<file path="src/rtl/spisf_defines.vh">
`ifndef SPISF_DEFINES_VH
`define SPISF_DEFINES_VH

// ---------------------------------------------------------------
// register byte offsets
// ---------------------------------------------------------------
`define SPISF_OFS_CTRL 8'h00
`define SPISF_OFS_STATUS 8'h04
`define SPISF_OFS_DATA 8'h08
`define SPISF_OFS_IRQ_STATUS 8'h0c
`define SPISF_OFS_IRQ_MASK 8'h10

// ---------------------------------------------------------------
// control register fields
// ---------------------------------------------------------------
`define SPISF_CTRL_FIFO_MODE 0
`define SPISF_CTRL_FRAMED 1
`define SPISF_CTRL_ON 7
`define SPISF_CTRL_DIV_LSB 8
`define SPISF_CTRL_DIV_MSB 15
`define SPISF_CTRL_RESET 32'h0000_0000

// ---------------------------------------------------------------
// status register fields
// ---------------------------------------------------------------
`define SPISF_ST_RX_CNT_LSB 24
`define SPISF_ST_TX_CNT_LSB 16
`define SPISF_ST_FRAME_ERR 12
`define SPISF_ST_ACTIVITY 11
`define SPISF_ST_UNDERRUN 8
`define SPISF_ST_SHIFTER_EMPTY 7
`define SPISF_ST_RX_OVERFLOW 6
`define SPISF_ST_RX_EMPTY 5
`define SPISF_ST_TX_EMPTY 3
`define SPISF_ST_TX_FULL 1
`define SPISF_ST_RX_FULL 0

// ---------------------------------------------------------------
// interrupt event bits
// ---------------------------------------------------------------
`define SPISF_IRQ_RX_WORD 0
`define SPISF_IRQ_OVERFLOW 1
`define SPISF_IRQ_UNDERRUN 2
`define SPISF_IRQ_FRAME_ERR 3
`define SPISF_IRQ_RESET 4'h0

// ---------------------------------------------------------------
// buffer and response codes
// ---------------------------------------------------------------
`define SPISF_PTR_W 4
`define SPISF_DEPTH 16
`define SPISF_WORD_W 8
`define SPISF_RESP_OKAY 2'b00
`define SPISF_RESP_SLVERR 2'b10

`endif

</file>
<file path="src/rtl/spisf_shifter.v">
`include "spisf_defines.vh"

// serial engine: master, mode 0, eight bits msb first
module spisf_shifter
(
	input wire aclk,
	input wire aresetn,
	input wire run,
	input wire framed,
	input wire [7:0] div,
	input wire tx_avail,
	input wire [7:0] tx_word,
	output wire tx_pop,
	input wire miso,
	input wire fsync,
	output wire busy,
	output reg underrun,
	output reg frame_err,
	output reg rx_done,
	output reg [7:0] rx_word,
	output reg sclk,
	output reg mosi,
	output wire ss_n
);
	localparam ST_IDLE = 2'b01;
	localparam ST_SHIFT = 2'b10;

	reg [1:0] state;
	reg [7:0] sh;
	reg [7:0] div_cnt;
	reg [2:0] bits;
	reg fs_d;
	wire fs_rise;
	wire start;
	wire tick;

	// framed transfers wait for the peer's sync edge
	assign fs_rise = fsync & ~fs_d;
	assign start = state[0] & run & (framed ? fs_rise : tx_avail);
	assign tx_pop = start & tx_avail;
	assign tick = (div_cnt == div);
	assign busy = state[1];
	assign ss_n = ~state[1];

	// ---------------------------------------------------------------
	// transfer sequencing
	// ---------------------------------------------------------------
	always @(posedge aclk)
	begin
		if (!aresetn)
		begin
			state <= ST_IDLE;
			sh <= 8'h00;
			div_cnt <= 8'h00;
			bits <= 3'h0;
			fs_d <= 1'b0;
			underrun <= 1'b0;
			frame_err <= 1'b0;
			rx_done <= 1'b0;
			rx_word <= 8'h00;
			sclk <= 1'b0;
			mosi <= 1'b0;
		end
		else
		begin
			fs_d <= fsync;
			// empty buffer at a frame start sends zeros
			underrun <= start & ~tx_avail;
			// sync edge in mid-word breaks the frame
			frame_err <= state[1] & framed & fs_rise;
			rx_done <= 1'b0;
			case (state)
				ST_IDLE:
				begin
					sclk <= 1'b0;
					div_cnt <= 8'h00;
					bits <= 3'h0;
					if (start)
					begin
						sh <= tx_avail ? tx_word : 8'h00;
						mosi <= tx_avail ? tx_word[7] : 1'b0;
						state <= ST_SHIFT;
					end
				end
				ST_SHIFT:
				begin
					div_cnt <= tick ? 8'h00 : div_cnt + 8'h01;
					if (!run)
					begin
						state <= ST_IDLE;
						sclk <= 1'b0;
					end
					else if (tick && !sclk)
					begin
						// rising edge samples the peer
						sclk <= 1'b1;
						sh <= {sh[6:0], miso};
					end
					else if (tick)
					begin
						// falling edge presents the next bit
						sclk <= 1'b0;
						mosi <= sh[7];
						bits <= bits + 3'h1;
						if (bits == 3'h7)
						begin
							state <= ST_IDLE;
							rx_done <= 1'b1;
							rx_word <= sh;
						end
					end
				end
				default:
					state <= ST_IDLE;
			endcase
		end
	end
endmodule

</file>
<file path="src/rtl/spisf_top.v">
// Added by the designer: register access over AXI4-Lite and the register offsets.
`include "spisf_defines.vh"

// How it works
// - rx_element_count in bits 28..24 gives the words held in the receive buffer.
// - tx_element_count in bits 20..16 gives the words held in the transmit buffer.
// - frame_error_flag at bit 12 is set by a framing error and cleared by software.
// - activity_flag at bit 11 is high while a serial transfer is in progress.
// - tx_underrun_flag at bit 8 is set when a framed transfer finds no data.
// - the underrun flag clears on module disable or on a written zero.
// - shifter_empty_flag at bit 7 is high while the shift register is idle.
// - rx_overflow_flag at bit 6 is set when a received word is dropped on a full buffer.
// - the overflow flag is set only by hardware and clears on disable or a written zero.
// - in fifo mode rx_fifo_empty_flag at bit 5 shows the receive pointers equal.
// - tx_buffer_empty_flag at bit 3 rises on a move to the shifter, falls on a data write.
// - in standard mode tx_buffer_full_flag at bit 1 follows one held transmit word.
// - in fifo mode the transmit full flag shows write pointer plus one at read pointer.
// - in standard mode rx_buffer_full_flag at bit 0 follows one held receive word.
// - in fifo mode the receive full flag shows write pointer plus one at read pointer.
// - unimplemented status bits read as zero.
module spisf_top
(
	input wire aclk,
	input wire aresetn,
	input wire [7:0] s_axi_awaddr,
	input wire s_axi_awvalid,
	output wire s_axi_awready,
	input wire [31:0] s_axi_wdata,
	input wire [3:0] s_axi_wstrb,
	input wire s_axi_wvalid,
	output wire s_axi_wready,
	output reg [1:0] s_axi_bresp,
	output reg s_axi_bvalid,
	input wire s_axi_bready,
	input wire [7:0] s_axi_araddr,
	input wire s_axi_arvalid,
	output wire s_axi_arready,
	output reg [31:0] s_axi_rdata,
	output reg [1:0] s_axi_rresp,
	output reg s_axi_rvalid,
	input wire s_axi_rready,
	output wire sclk,
	output wire mosi,
	output wire ss_n,
	input wire miso,
	input wire fsync,
	output wire irq
);
	localparam A_CTRL = 3'd0;
	localparam A_STATUS = 3'd1;
	localparam A_DATA = 3'd2;
	localparam A_IRQ_ST = 3'd3;
	localparam A_IRQ_MASK = 3'd4;
	localparam A_NONE = 3'd7;

	// ---------------------------------------------------------------
	// declarations
	// ---------------------------------------------------------------
	reg [31:0] ctrl;
	reg [3:0] irq_status;
	reg [3:0] irq_mask;
	reg frame_error_flag;
	reg tx_underrun_flag;
	reg rx_overflow_flag;
	reg [7:0] tx_mem [0:`SPISF_DEPTH-1];
	reg [7:0] rx_mem [0:`SPISF_DEPTH-1];
	reg [3:0] consumer_write_ptr;
	reg [3:0] shifter_read_ptr;
	reg [3:0] shifter_write_ptr;
	reg [3:0] consumer_read_ptr;
	reg aw_held;
	reg w_held;
	reg [7:0] wr_addr;
	reg [31:0] wr_data;
	reg [3:0] wr_strb;
	reg [1:0] sync1;
	reg [1:0] sync2;
	reg [1:0] sync3;
	reg [1:0] pin_f;
	wire fifo_mode_enable;
	wire framed_mode_enable;
	wire module_on;
	wire [4:0] tx_element_count;
	wire [4:0] rx_element_count;
	wire tx_buffer_full_flag;
	wire rx_buffer_full_flag;
	wire tx_buffer_empty_flag;
	wire rx_fifo_empty_flag;
	wire activity_flag;
	wire shifter_empty_flag;
	wire do_write;
	wire rd_take;
	wire [2:0] wr_sel;
	wire [2:0] rd_sel;
	wire tx_push;
	wire tx_pop;
	wire rx_pop;
	wire rx_done;
	wire [7:0] rx_word;
	wire underrun_ev;
	wire frame_err_ev;
	wire overflow_ev;
	wire [3:0] irq_events;
	wire [3:0] agree;
	wire [31:0] status_word;

	// ---------------------------------------------------------------
	// helpers
	// ---------------------------------------------------------------
	// register select, shared by read and write paths
	function [2:0] reg_sel;
		input [7:0] addr;
		begin
			if (addr == `SPISF_OFS_CTRL)
				reg_sel = A_CTRL;
			else if (addr == `SPISF_OFS_STATUS)
				reg_sel = A_STATUS;
			else if (addr == `SPISF_OFS_DATA)
				reg_sel = A_DATA;
			else if (addr == `SPISF_OFS_IRQ_STATUS)
				reg_sel = A_IRQ_ST;
			else if (addr == `SPISF_OFS_IRQ_MASK)
				reg_sel = A_IRQ_MASK;
			else
				reg_sel = A_NONE;
		end
	endfunction

	// element count of a ring from its two pointers
	function [4:0] ring_count;
		input [3:0] wp;
		input [3:0] rp;
		begin
			ring_count = {1'b0, wp - rp};
		end
	endfunction

	// ring is full when one more write would meet the reader
	function ring_full;
		input [3:0] wp;
		input [3:0] rp;
		begin
			ring_full = ((wp + 4'h1) == rp);
		end
	endfunction

	assign fifo_mode_enable = ctrl[`SPISF_CTRL_FIFO_MODE];
	assign framed_mode_enable = ctrl[`SPISF_CTRL_FRAMED];
	assign module_on = ctrl[`SPISF_CTRL_ON];

	// ---------------------------------------------------------------
	// pin synchronisers: miso, fsync
	// ---------------------------------------------------------------
	// a pin change counts once stages two and three agree
	assign agree = {2'b00, ~(sync2 ^ sync3)};
	always @(posedge aclk)
	begin
		if (!aresetn)
		begin
			sync1 <= 2'b00;
			sync2 <= 2'b00;
			sync3 <= 2'b00;
			pin_f <= 2'b00;
		end
		else
		begin
			sync1 <= {fsync, miso};
			sync2 <= sync1;
			sync3 <= sync2;
			pin_f <= (sync3 & agree[1:0]) | (pin_f & ~agree[1:0]);
		end
	end

	// ---------------------------------------------------------------
	// buffer flags
	// ---------------------------------------------------------------
	assign tx_element_count = ring_count(consumer_write_ptr,
		shifter_read_ptr);
	assign rx_element_count = ring_count(shifter_write_ptr,
		consumer_read_ptr);
	// standard mode holds a single word each way
	assign tx_buffer_full_flag = fifo_mode_enable ?
		ring_full(consumer_write_ptr, shifter_read_ptr) :
		(tx_element_count != 5'h00);
	assign rx_buffer_full_flag = fifo_mode_enable ?
		ring_full(shifter_write_ptr, consumer_read_ptr) :
		(rx_element_count != 5'h00);
	assign tx_buffer_empty_flag = (tx_element_count == 5'h00);
	assign rx_fifo_empty_flag =
		(consumer_read_ptr == shifter_write_ptr);
	assign shifter_empty_flag = ~activity_flag;

	// ---------------------------------------------------------------
	// register bus: write side
	// ---------------------------------------------------------------
	// one write at a time; neither half is accepted again until the response is taken
	assign s_axi_awready = ~aw_held & ~s_axi_bvalid;
	assign s_axi_wready = ~w_held & ~s_axi_bvalid;
	assign do_write = aw_held & w_held & ~s_axi_bvalid;
	assign wr_sel = reg_sel(wr_addr);
	// a push onto a full buffer is dropped
	assign tx_push = do_write & (wr_sel == A_DATA) & wr_strb[0] &
		module_on & ~tx_buffer_full_flag;

	always @(posedge aclk)
	begin
		if (!aresetn)
		begin
			aw_held <= 1'b0;
			w_held <= 1'b0;
			wr_addr <= 8'h00;
			wr_data <= 32'h0000_0000;
			wr_strb <= 4'h0;
			s_axi_bvalid <= 1'b0;
			s_axi_bresp <= `SPISF_RESP_OKAY;
		end
		else
		begin
			if (s_axi_awvalid && s_axi_awready)
			begin
				aw_held <= 1'b1;
				wr_addr <= s_axi_awaddr;
			end
			if (s_axi_wvalid && s_axi_wready)
			begin
				w_held <= 1'b1;
				wr_data <= s_axi_wdata;
				wr_strb <= s_axi_wstrb;
			end
			if (do_write)
			begin
				aw_held <= 1'b0;
				w_held <= 1'b0;
				s_axi_bvalid <= 1'b1;
				s_axi_bresp <= (wr_sel == A_NONE) ?
					`SPISF_RESP_SLVERR : `SPISF_RESP_OKAY;
			end
			else if (s_axi_bready)
				s_axi_bvalid <= 1'b0;
		end
	end

	// control and mask registers
	always @(posedge aclk)
	begin
		if (!aresetn)
		begin
			ctrl <= `SPISF_CTRL_RESET;
			irq_mask <= `SPISF_IRQ_RESET;
		end
		else if (do_write && wr_sel == A_CTRL)
		begin
			if (wr_strb[0])
				ctrl[7:0] <= wr_data[7:0] & 8'h83;
			if (wr_strb[1])
				ctrl[15:8] <= wr_data[15:8];
		end
		else if (do_write && wr_sel == A_IRQ_MASK && wr_strb[0])
			irq_mask <= wr_data[3:0];
	end

	// ---------------------------------------------------------------
	// serial engine
	// ---------------------------------------------------------------
	spisf_shifter u_shifter
	(
		.aclk(aclk),
		.aresetn(aresetn),
		.run(module_on),
		.framed(framed_mode_enable),
		.div(ctrl[`SPISF_CTRL_DIV_MSB:`SPISF_CTRL_DIV_LSB]),
		.tx_avail(~tx_buffer_empty_flag),
		.tx_word(tx_mem[shifter_read_ptr]),
		.tx_pop(tx_pop),
		.miso(pin_f[0]),
		.fsync(pin_f[1]),
		.busy(activity_flag),
		.underrun(underrun_ev),
		.frame_err(frame_err_ev),
		.rx_done(rx_done),
		.rx_word(rx_word),
		.sclk(sclk),
		.mosi(mosi),
		.ss_n(ss_n)
	);

	// a finished word with no room is thrown away
	assign overflow_ev = rx_done & rx_buffer_full_flag;

	// ---------------------------------------------------------------
	// transmit and receive buffers
	// ---------------------------------------------------------------
	// disabling the module empties both buffers
	always @(posedge aclk)
	begin
		if (!aresetn || !module_on)
		begin
			consumer_write_ptr <= 4'h0;
			shifter_read_ptr <= 4'h0;
			shifter_write_ptr <= 4'h0;
			consumer_read_ptr <= 4'h0;
		end
		else
		begin
			if (tx_push)
				consumer_write_ptr <= consumer_write_ptr + 4'h1;
			if (tx_pop)
				shifter_read_ptr <= shifter_read_ptr + 4'h1;
			if (rx_done && !rx_buffer_full_flag)
				shifter_write_ptr <= shifter_write_ptr + 4'h1;
			if (rx_pop)
				consumer_read_ptr <= consumer_read_ptr + 4'h1;
		end
	end

	// storage needs no reset: pointers gate every read
	always @(posedge aclk)
	begin
		if (tx_push)
			tx_mem[consumer_write_ptr] <= wr_data[7:0];
		if (rx_done && !rx_buffer_full_flag)
			rx_mem[shifter_write_ptr] <= rx_word;
	end

	// ---------------------------------------------------------------
	// clearable error flags
	// ---------------------------------------------------------------
	// set beats clear; a written one leaves the flag alone
	always @(posedge aclk)
	begin
		if (!aresetn)
		begin
			frame_error_flag <= 1'b0;
			tx_underrun_flag <= 1'b0;
			rx_overflow_flag <= 1'b0;
		end
		else
		begin
			if (frame_err_ev)
				frame_error_flag <= 1'b1;
			else if (!module_on)
				frame_error_flag <= 1'b0;
			else if (do_write && wr_sel == A_STATUS && wr_strb[1] &&
				!wr_data[`SPISF_ST_FRAME_ERR])
				frame_error_flag <= 1'b0;
			if (underrun_ev)
				tx_underrun_flag <= 1'b1;
			else if (!module_on)
				tx_underrun_flag <= 1'b0;
			else if (do_write && wr_sel == A_STATUS && wr_strb[1] &&
				!wr_data[`SPISF_ST_UNDERRUN])
				tx_underrun_flag <= 1'b0;
			if (overflow_ev)
				rx_overflow_flag <= 1'b1;
			else if (!module_on)
				rx_overflow_flag <= 1'b0;
			else if (do_write && wr_sel == A_STATUS && wr_strb[0] &&
				!wr_data[`SPISF_ST_RX_OVERFLOW])
				rx_overflow_flag <= 1'b0;
		end
	end

	// ---------------------------------------------------------------
	// interrupts
	// ---------------------------------------------------------------
	assign irq_events = {frame_err_ev, underrun_ev, overflow_ev, rx_done};
	// sticky bits, cleared by writing one; a new event wins
	always @(posedge aclk)
	begin
		if (!aresetn)
			irq_status <= `SPISF_IRQ_RESET;
		else if (do_write && wr_sel == A_IRQ_ST && wr_strb[0])
			irq_status <= (irq_status & ~wr_data[3:0]) | irq_events;
		else
			irq_status <= irq_status | irq_events;
	end
	assign irq = |(irq_status & irq_mask);

	// ---------------------------------------------------------------
	// register bus: read side
	// ---------------------------------------------------------------
	assign status_word = {3'b000, rx_element_count,
		3'b000, tx_element_count,
		3'b000, frame_error_flag, activity_flag,
		2'b00, tx_underrun_flag,
		shifter_empty_flag, rx_overflow_flag,
		rx_fifo_empty_flag, 1'b0, tx_buffer_empty_flag,
		1'b0, tx_buffer_full_flag, rx_buffer_full_flag};

	assign s_axi_arready = ~s_axi_rvalid;
	assign rd_take = s_axi_arvalid & s_axi_arready;
	assign rd_sel = reg_sel(s_axi_araddr);
	// reading the data register takes the oldest received word
	assign rx_pop = rd_take & (rd_sel == A_DATA) &
		~rx_fifo_empty_flag;

	always @(posedge aclk)
	begin
		if (!aresetn)
		begin
			s_axi_rvalid <= 1'b0;
			s_axi_rdata <= 32'h0000_0000;
			s_axi_rresp <= `SPISF_RESP_OKAY;
		end
		else if (rd_take)
		begin
			s_axi_rvalid <= 1'b1;
			s_axi_rresp <= `SPISF_RESP_OKAY;
			if (rd_sel == A_CTRL)
				s_axi_rdata <= ctrl;
			else if (rd_sel == A_STATUS)
				s_axi_rdata <= status_word;
			else if (rd_sel == A_DATA)
				s_axi_rdata <= rx_fifo_empty_flag ? 32'h0000_0000 :
					{24'h000000, rx_mem[consumer_read_ptr]};
			else if (rd_sel == A_IRQ_ST)
				s_axi_rdata <= {28'h0000000, irq_status};
			else if (rd_sel == A_IRQ_MASK)
				s_axi_rdata <= {28'h0000000, irq_mask};
			else
			begin
				s_axi_rdata <= 32'h0000_0000;
				s_axi_rresp <= `SPISF_RESP_SLVERR;
			end
		end
		else if (s_axi_rready)
			s_axi_rvalid <= 1'b0;
	end
endmodule

</file>
<file path="config.mk">
export PLATFORM = sky130hd
export DESIGN_NAME = spisf_top
export DESIGN_NICKNAME = d
export VERILOG_FILES = /design/src/rtl/spisf_shifter.v /design/src/rtl/spisf_top.v
export VERILOG_INCLUDE_DIRS = /design/src /design/src/rtl
export SDC_FILE = /design/constraint.sdc
export NUM_CORES = 1
export LEC_CHECK = 0
export ABC_AREA = 1
export BUFFER_PORTS_ARGS = -buffer_cell sky130_fd_sc_hd__buf_4
export CAP_MARGIN = 10
export CORE_ASPECT_RATIO = 1.1
export CORE_MARGIN = 5
export CORE_UTILIZATION = 65
export DETAILED_ROUTE_END_ITERATION = 10
export PLACE_DENSITY = 0.9
export REMOVE_ABC_BUFFERS = 1
export SYNTH_ARGS = -nofsm -noshare
export SYNTH_HDL_FRONTEND = slang
export SYNTH_HIERARCHICAL = 1
export SYNTH_SLANG_ARGS = --single-unit
</file>
<file path="constraint.sdc">
create_clock -name aclk -period 5.4 [get_ports aclk]
set_input_delay 0.27 -clock aclk [delete_from_list [all_inputs] [get_ports aclk]]
set_output_delay 0.27 -clock aclk [all_outputs]
set_load 0.01 [all_outputs]
</file>
# [Word level (Yosys, flattened, before mapping)]
# Memory sizes are Yosys's and may differ from the RTL's. A register that Yosys moved wholly into a read port is not among the register bits.
# Index checks and enable logic that the tools add are counted.
[totals] regBits=147 ram_bits=256 in_bits=61 out_inout_bits=45 memories=2
[classes] add_sub_neg=8 eq_ne=36 n_mux=75 n_bitwise=45 n_reduce_logical=45
[mem_list] name="rx_mem" depth=16 width=8 read_ports=1 rd_clocked_by_memory_dff=1 write_ports=1 line_no="spisf_top.v:66" source="reg [7:0] rx_mem [0:`SPISF_DEPTH-1];"
[mem_list] name="tx_mem" depth=16 width=8 read_ports=1 rd_clocked_by_memory_dff=1 write_ports=1 line_no="spisf_top.v:65" source="reg [7:0] tx_mem [0:`SPISF_DEPTH-1];"
[ops] op="two-way mux 28 bit" n=2
[ops] op="two-way mux 8 bit" n=7
[ops] op="two-way mux 3 bit" n=11
[ops] op="equality test 8 x 4 -> 1 bit (second input constant)" n=4
[ops] op="one-hot mux 8 bit (2 select lines)" n=2
[ops] op="two-way mux 1 bit" n=29
[ops] op="two-way mux 4 bit" n=7
[ops] op="two-way mux 2 bit" n=13
[ops] op="AND 1 bit" n=19
[ops] op="adder 4 x 1 -> 4 bit (second input constant)" n=4
[ops] op="equality test 8 x 3 -> 1 bit (second input constant)" n=2
[ops] op="equality test 8 x 5 -> 1 bit (second input constant)" n=2
[ops] op="logical NOT 8 bit" n=2
[ops] op="logical AND 1 bit" n=15
[ops] op="NOT 1 bit" n=15
[ops] op="equality test 3 x 2 -> 1 bit (second input constant)" n=4
[ops] op="equality test 3 bit (second input constant)" n=4
[ops] op="equality test 4 bit" n=3
[ops] op="AND reduction 4 bit" n=3
[ops] op="AND reduction 5 bit" n=2
[ops] op="nonzero test 5 bit" n=2
[ops] op="inequality test 3 x 1 -> 1 bit (second input constant)" n=3
[ops] op="adder 8 x 1 -> 8 bit (second input constant)" n=1
[ops] op="AND 4 bit" n=2
[ops] op="other kinds (29)" n=51

# [Longest topological paths before layout]
[depth] ltp_word=13 mapped_depth=16 ltp_nobuf=16

# [By module]
# Netlist, hierarchy kept.
[modules_own_cells] mod="spisf_top" instances=1 cells_each=1528 area_each_um2=15443.6 seq_area_each_um2=9889.5
[modules_own_cells] mod="spisf_shifter" instances=1 cells_each=297 area_each_um2=1928.1 seq_area_each_um2=700.7

# [Worst setup path before layout]
# OpenSTA, ideal clock, no wires.
[synth_timing] path_type="flip-flop to flip-flop" start="reg consumer_write_ptr[0]" end="mem tx_mem[0][0] (enable)" arrival_ps=2525 t_required_ps=5030 setup_slack_ps=2505 path_stages_with_launch=13 path_buffers=0 synth_period_minus_slack_ps=2895 cell_sequence="dfxtp_1 > inv_1 > ha_1 > inv_1 > fa_1 > or2_1 > nor2_1 > nand3_2 > nand2_1 > nand2_2 > nor3_4 > nand2_2 > nor2_1"
[synth_between] elab_chain_len=7 elab_cells_between_ends=9
[synth_rtl] item="from (decl)" line_no="spisf_top.v:67" source="reg [3:0] consumer_write_ptr;"
[synth_rtl] item="from (signal assigned)" line_no="spisf_top.v:306" source="consumer_write_ptr <= consumer_write_ptr + 4'h1;"
[synth_rtl] item="adder 4 x 1 -> 4 bit / subtractor 4 bit (equally long branches)" line_no="spisf_top.v:143, spisf_top.v:134"
[synth_rtl] item="equality test 4 bit / nonzero test 5 bit (equally long branches)" line_no="spisf_top.v:143, spisf_top.v:184"
[synth_rtl] item="two-way mux 1 bit" line_no="spisf_top.v:182" source="assign tx_buffer_full_flag = fifo_mode_enable ?"
[synth_rtl] item="NOT 1 bit" line_no="spisf_top.v:203" source="module_on & ~tx_buffer_full_flag;"
[synth_rtl] item="AND 1 bit" line_no="spisf_top.v:203"
[synth_rtl] item="two-way mux 1 bit" line_no="spisf_top.v:319" source="if (tx_push)"
[synth_rtl] item="two-way mux 1 bit (implied by the code)" line_no="spisf_top.v:320" source="tx_mem[consumer_write_ptr] <= wr_data[7:0];"
[synth_rtl] item="to (decl)" line_no="spisf_top.v:65"
# Parallel ways exist; a longest one is shown, timed or not.

# [Final worst setup path]
[layout_timing] start="reg consumer_write_ptr[0]" end="mem tx_mem[9][3] (enable)"
# The elaborated chain is that of the path after synthesis.

==> impl_metrics.prom <==
# TYPE chip_impl_metric gauge
chip_impl_metric{name="synth-async-reset-ratio",unit="%"} 0
chip_impl_metric{name="pin_count_of_the_biggest_net_entering_global_routing",unit=""} 97
chip_impl_metric{name="hold_slack",unit="ns"} 0.0108
chip_impl_metric{name="drc",unit=""} 0
chip_impl_metric{name="grt_util_all_layers",unit="%"} 26.9
chip_impl_metric{name="die_w",unit="um"} 166
chip_impl_metric{name="layout.cell_area.non_filler",unit="sq um"} 19400
chip_impl_metric{name="grt_overflow",unit=""} 0
chip_impl_metric{name="power.density_cell_area",unit="nW/um^2"} 336
chip_impl_metric{name="io-pin-count",unit=""} 106
chip_impl_metric{name="yosys_warnings",unit=""} 6
chip_impl_metric{name="grt_util_met2",unit="%"} 46.7
chip_impl_metric{name="gp_routability_congestion",unit=""} 0.946
chip_impl_metric{name="cts_num_sinks",unit=""} 401
chip_impl_metric{name="synth_cell_types",unit=""} 47
chip_impl_metric{name="clk-insertion-delay-late",unit="ns"} 0.53
chip_impl_metric{name="worst_ep_required_time",unit="ns"} 5.54
chip_impl_metric{name="skew",unit="ns"} 0.0246
chip_impl_info{name="hold_class",value="in2reg"} 1
chip_impl_info{name="worst-setup-path-type",value="reg2reg"} 1
chip_impl_metric{name="final.period_utilization",unit="%"} 65.5
chip_impl_info{name="synthFlopType",value="edfxtp_1"} 1
chip_impl_metric{name="layout.core_utilization",unit="%"} 73.8
chip_impl_metric{name="initial_core_util",unit="%"} 66.3
chip_impl_metric{name="finish.net_count",unit=""} 1964
chip_impl_metric{name="synth_top_area_share",unit="%"} 44.3
chip_impl_metric{name="synthesis.instances",unit=""} 1825
chip_impl_metric{name="detailedPlacementHpwl",unit="mm"} 26.7
chip_impl_info{name="synth_commonest_cells",value="nand2_1 (404), edfxtp_1 (256), inv_1 (196), nor2_1 (178)"} 1
chip_impl_info{name="cts_root_buffer",value="clkbuf_16"} 1
chip_impl_metric{name="drt_pass1_iterations",unit=""} 6
chip_impl_metric{name="fin_cells",unit=""} 2258
chip_impl_metric{name="design.core.area",unit="sq um"} 26200
chip_impl_info{name="ys_top_cells_by_area",value="edfxtp_1 (44%), dfxtp_1 (17%), nand2_1 (8.7%)"} 1
chip_impl_metric{name="grt_antenna_before_repair",unit=""} 0
chip_impl_metric{name="setup_tns",unit="ns"} 0
chip_impl_metric{name="synth_area",unit="sq um"} 17400
chip_impl_metric{name="post_route_worst_setup_slack",unit="ns"} 1.86
chip_impl_metric{name="ys_ff_latch",unit=""} 401
chip_impl_metric{name="cts.path.max_buffers",unit=""} 3
chip_impl_metric{name="post_cts_buffers",unit=""} 0
chip_impl_info{name="end_kind",value="flip-flop"} 1
chip_impl_metric{name="cap_violations",unit=""} 0
chip_impl_metric{name="overall_die_area",unit="sq um"} 30100
chip_impl_metric{name="placed_cells_incl_taps",unit=""} 2185
chip_impl_metric{name="timing_worst_slew_pin_value",unit="ns"} 1.11
chip_impl_metric{name="detail_route.vias_per_cell",unit=""} 5.82
chip_impl_info{name="rsz_0062_raised_after_global_routing",value="false"} 1
chip_impl_metric{name="grt_use_met3",unit="%"} 4.35
chip_impl_metric{name="drt_iter0_markers",unit=""} 1515
chip_impl_info{name="busiest_layer",value="met2"} 1
chip_impl_metric{name="fin_crit",unit="ns"} 3.54
chip_impl_info{name="run_status",value="completed"} 1
chip_impl_metric{name="postCtsHoldBufs",unit=""} 7
chip_impl_metric{name="cts.repair.resized",unit=""} 0
chip_impl_info{name="startpoint_type",value="flip-flop"} 1
chip_impl_metric{name="post_route_cells_drive_above_1_share",unit="%"} 9.18
chip_impl_metric{name="report.final.setup_viol",unit=""} 0
chip_impl_metric{name="power.static_leakage",unit="nW"} 7.58
chip_impl_metric{name="cts_max_level",unit=""} 2
chip_impl_metric{name="place_worst_setup_slack",unit="ns"} 1.94
chip_impl_metric{name="diode_count",unit=""} 0
chip_impl_metric{name="count_of_flip_flops_with_a_built_in_enable_after_synthesis",unit=""} 256
chip_impl_metric{name="floorplan.die.height",unit="um"} 181
chip_impl_metric{name="syn_area_per_cell",unit="sq um"} 9.52
chip_impl_metric{name="drt.antenna.violating_nets",unit=""} 0
chip_impl_metric{name="timing.fmax",unit="GHz"} 0.283
chip_impl_metric{name="synth_seq_area_share",unit="%"} 61.0
chip_impl_metric{name="first_pass_grt_wire_length",unit="mm"} 65.9
chip_impl_metric{name="wl_per_cell",unit="um"} 18.3
chip_impl_metric{name="num_vias",unit=""} 13100
chip_impl_metric{name="placed_area",unit="sq um"} 18100
chip_impl_metric{name="placementRows",unit=""} 62
chip_impl_metric{name="timing.max_slew.rel_slack",unit="%"} 26.2
chip_impl_metric{name="vdd_drop_max",unit="mV"} 0.325
chip_impl_metric{name="final-hold-violation-count",unit=""} 0
chip_impl_metric{name="cp.arrival",unit="ns"} 3.68
chip_impl_metric{name="wl",unit="mm"} 41.3
chip_impl_info{name="post_synth_top_area_cell",value="edfxtp_1"} 1
chip_impl_metric{name="final-max-slew-violation-count",unit=""} 0
chip_impl_metric{name="grt_pass1_vias",unit=""} 12700
chip_impl_metric{name="cts.clk_slew.worst_paths",unit="ns"} 0.06
chip_impl_info{name="cts_tree",value="yes"} 1
chip_impl_metric{name="port_buffers",unit=""} 77
chip_impl_metric{name="power_total",unit="mW"} 6.50
chip_impl_metric{name="area.growth.synth_to_final",unit="%"} 11.4
chip_impl_metric{name="crit_fanout",unit=""} 8
chip_impl_info{name="yosysMostFrequentCell",value="nand2_1"} 1
chip_impl_metric{name="cts_made_buffers",unit=""} 38
chip_impl_metric{name="met1_usage",unit="%"} 34.0
-- sequential cells by signal, summed over array words and instances, names as in the netlist, 8 cells and up, named ones only --
signal,count
rx_mem,128
tx_mem,128
s_axi_rdata,24
wr_data,16
ctrl,11
u_shifter/div_cnt,8
u_shifter/rx_word,8
u_shifter/sh,8
wr_addr,8
-- area by class of cell --
class                           instances  area, sq um
Tap cell                              352          440
Clock buffer                           52         1060
Fill cell                            1719         6860
Clock inverter                         14          151
Multi-Input combinational cell       1139         5630
Sequential cell                       401        10600
Inverter                              210          788
Timing Repair Buffer                   90          693
-- cell usage in the layout (no fill, tap or decap), types with 4 or more instances in the layout --
master	synthesis	layout
nand2_2	9	9
clkbuf_8	0	4
nand3_1	145	145
nor2_4	4	4
clkinv_2	0	4
nor2_1	178	178
nand2_1	404	404
clkinv_1	5	9
a21oi_1	129	129
o21ai_0	97	97
xor2_1	12	12
clkbuf_16	0	39
mux2i_1	32	32
nor3_1	12	12
o211ai_1	38	38
buf_4	13	83
edfxtp_1	256	256
inv_2	9	9
clkbuf_1	45	9
nand4_1	8	8
dlygate4sd3_1	0	7
a22oi_1	7	7
conb_1	1	10
inv_1	196	196
ha_1	21	21
dfxtp_1	145	143
-- power breakdown --
| part | internal (mW) | switching [mW] | total, mW |
|---|---|---|---|
| Sequential | 3.32 | 0.0906 | 3.41 |
| Combinational | 0.169 | 0.295 | 0.464 |
| Clock | 1.53 | 1.10 | 2.63 |
-- cells by family (layout without fill, tap and decap cells) --
group / count (synthesis) / in the layout / share of synthesized area (%)
mux: 32 / 32 / 1.84
other cells: 1 / 10 / 0.0216
flops: 401 / 401 / 61.0
xor+xnor: 15 / 15 / 0.756
compound gates: 283 / 283 / 8.97
buf+inv: 294 / 366 / 6.85
simple gates: 776 / 776 / 18.9
fa+ha+maj: 23 / 23 / 1.74
-- critical path: stages, from the launching register on --
cell and delay [ns]:
dfxtp_1 0.41, inv_1 0.13, ha_1 0.23, inv_1 0.07, fa_1 0.41, or2_1 0.24, nor2_1 0.13, nand3_2 0.17
nand2_1 0.15, nand2_2 0.09, nor3_4 0.33, nand2_2 0.21, nor2_1 0.57
-- worst paths after layout --
check | start | end | slack (ns) | depth (start not counted)
worst max-delay path | consumer_write_ptr[0]$_SDFFE_PP0P_ | tx_mem[9][3]$_DFFE_PP_ | 1.86 | 12
worst min-delay path | s_axi_wdata[3] | wr_data[3]$_SDFFE_PN0P_ | 0.01 | 3
worst max register to register | consumer_write_ptr[0]$_SDFFE_PP0P_ | tx_mem[9][3]$_DFFE_PP_ | 1.86 | 12
worst min register to register | sync1[1]$_SDFF_PN0_ | sync2[1]$_SDFF_PN0_ | 0.43 | 2
-- per-layer routing --
layer | vias up | wire, um | share of wire (%)
met4 | 0 | 1720 | 4.2
met1 | 6158 | 15600 | 38
met5 | - | 0 | 0
met3 | 135 | 3290 | 8.0
met2 | 668 | 20700 | 50
li1 | 6172 | - | -
(Power assumes the default switching activity.)
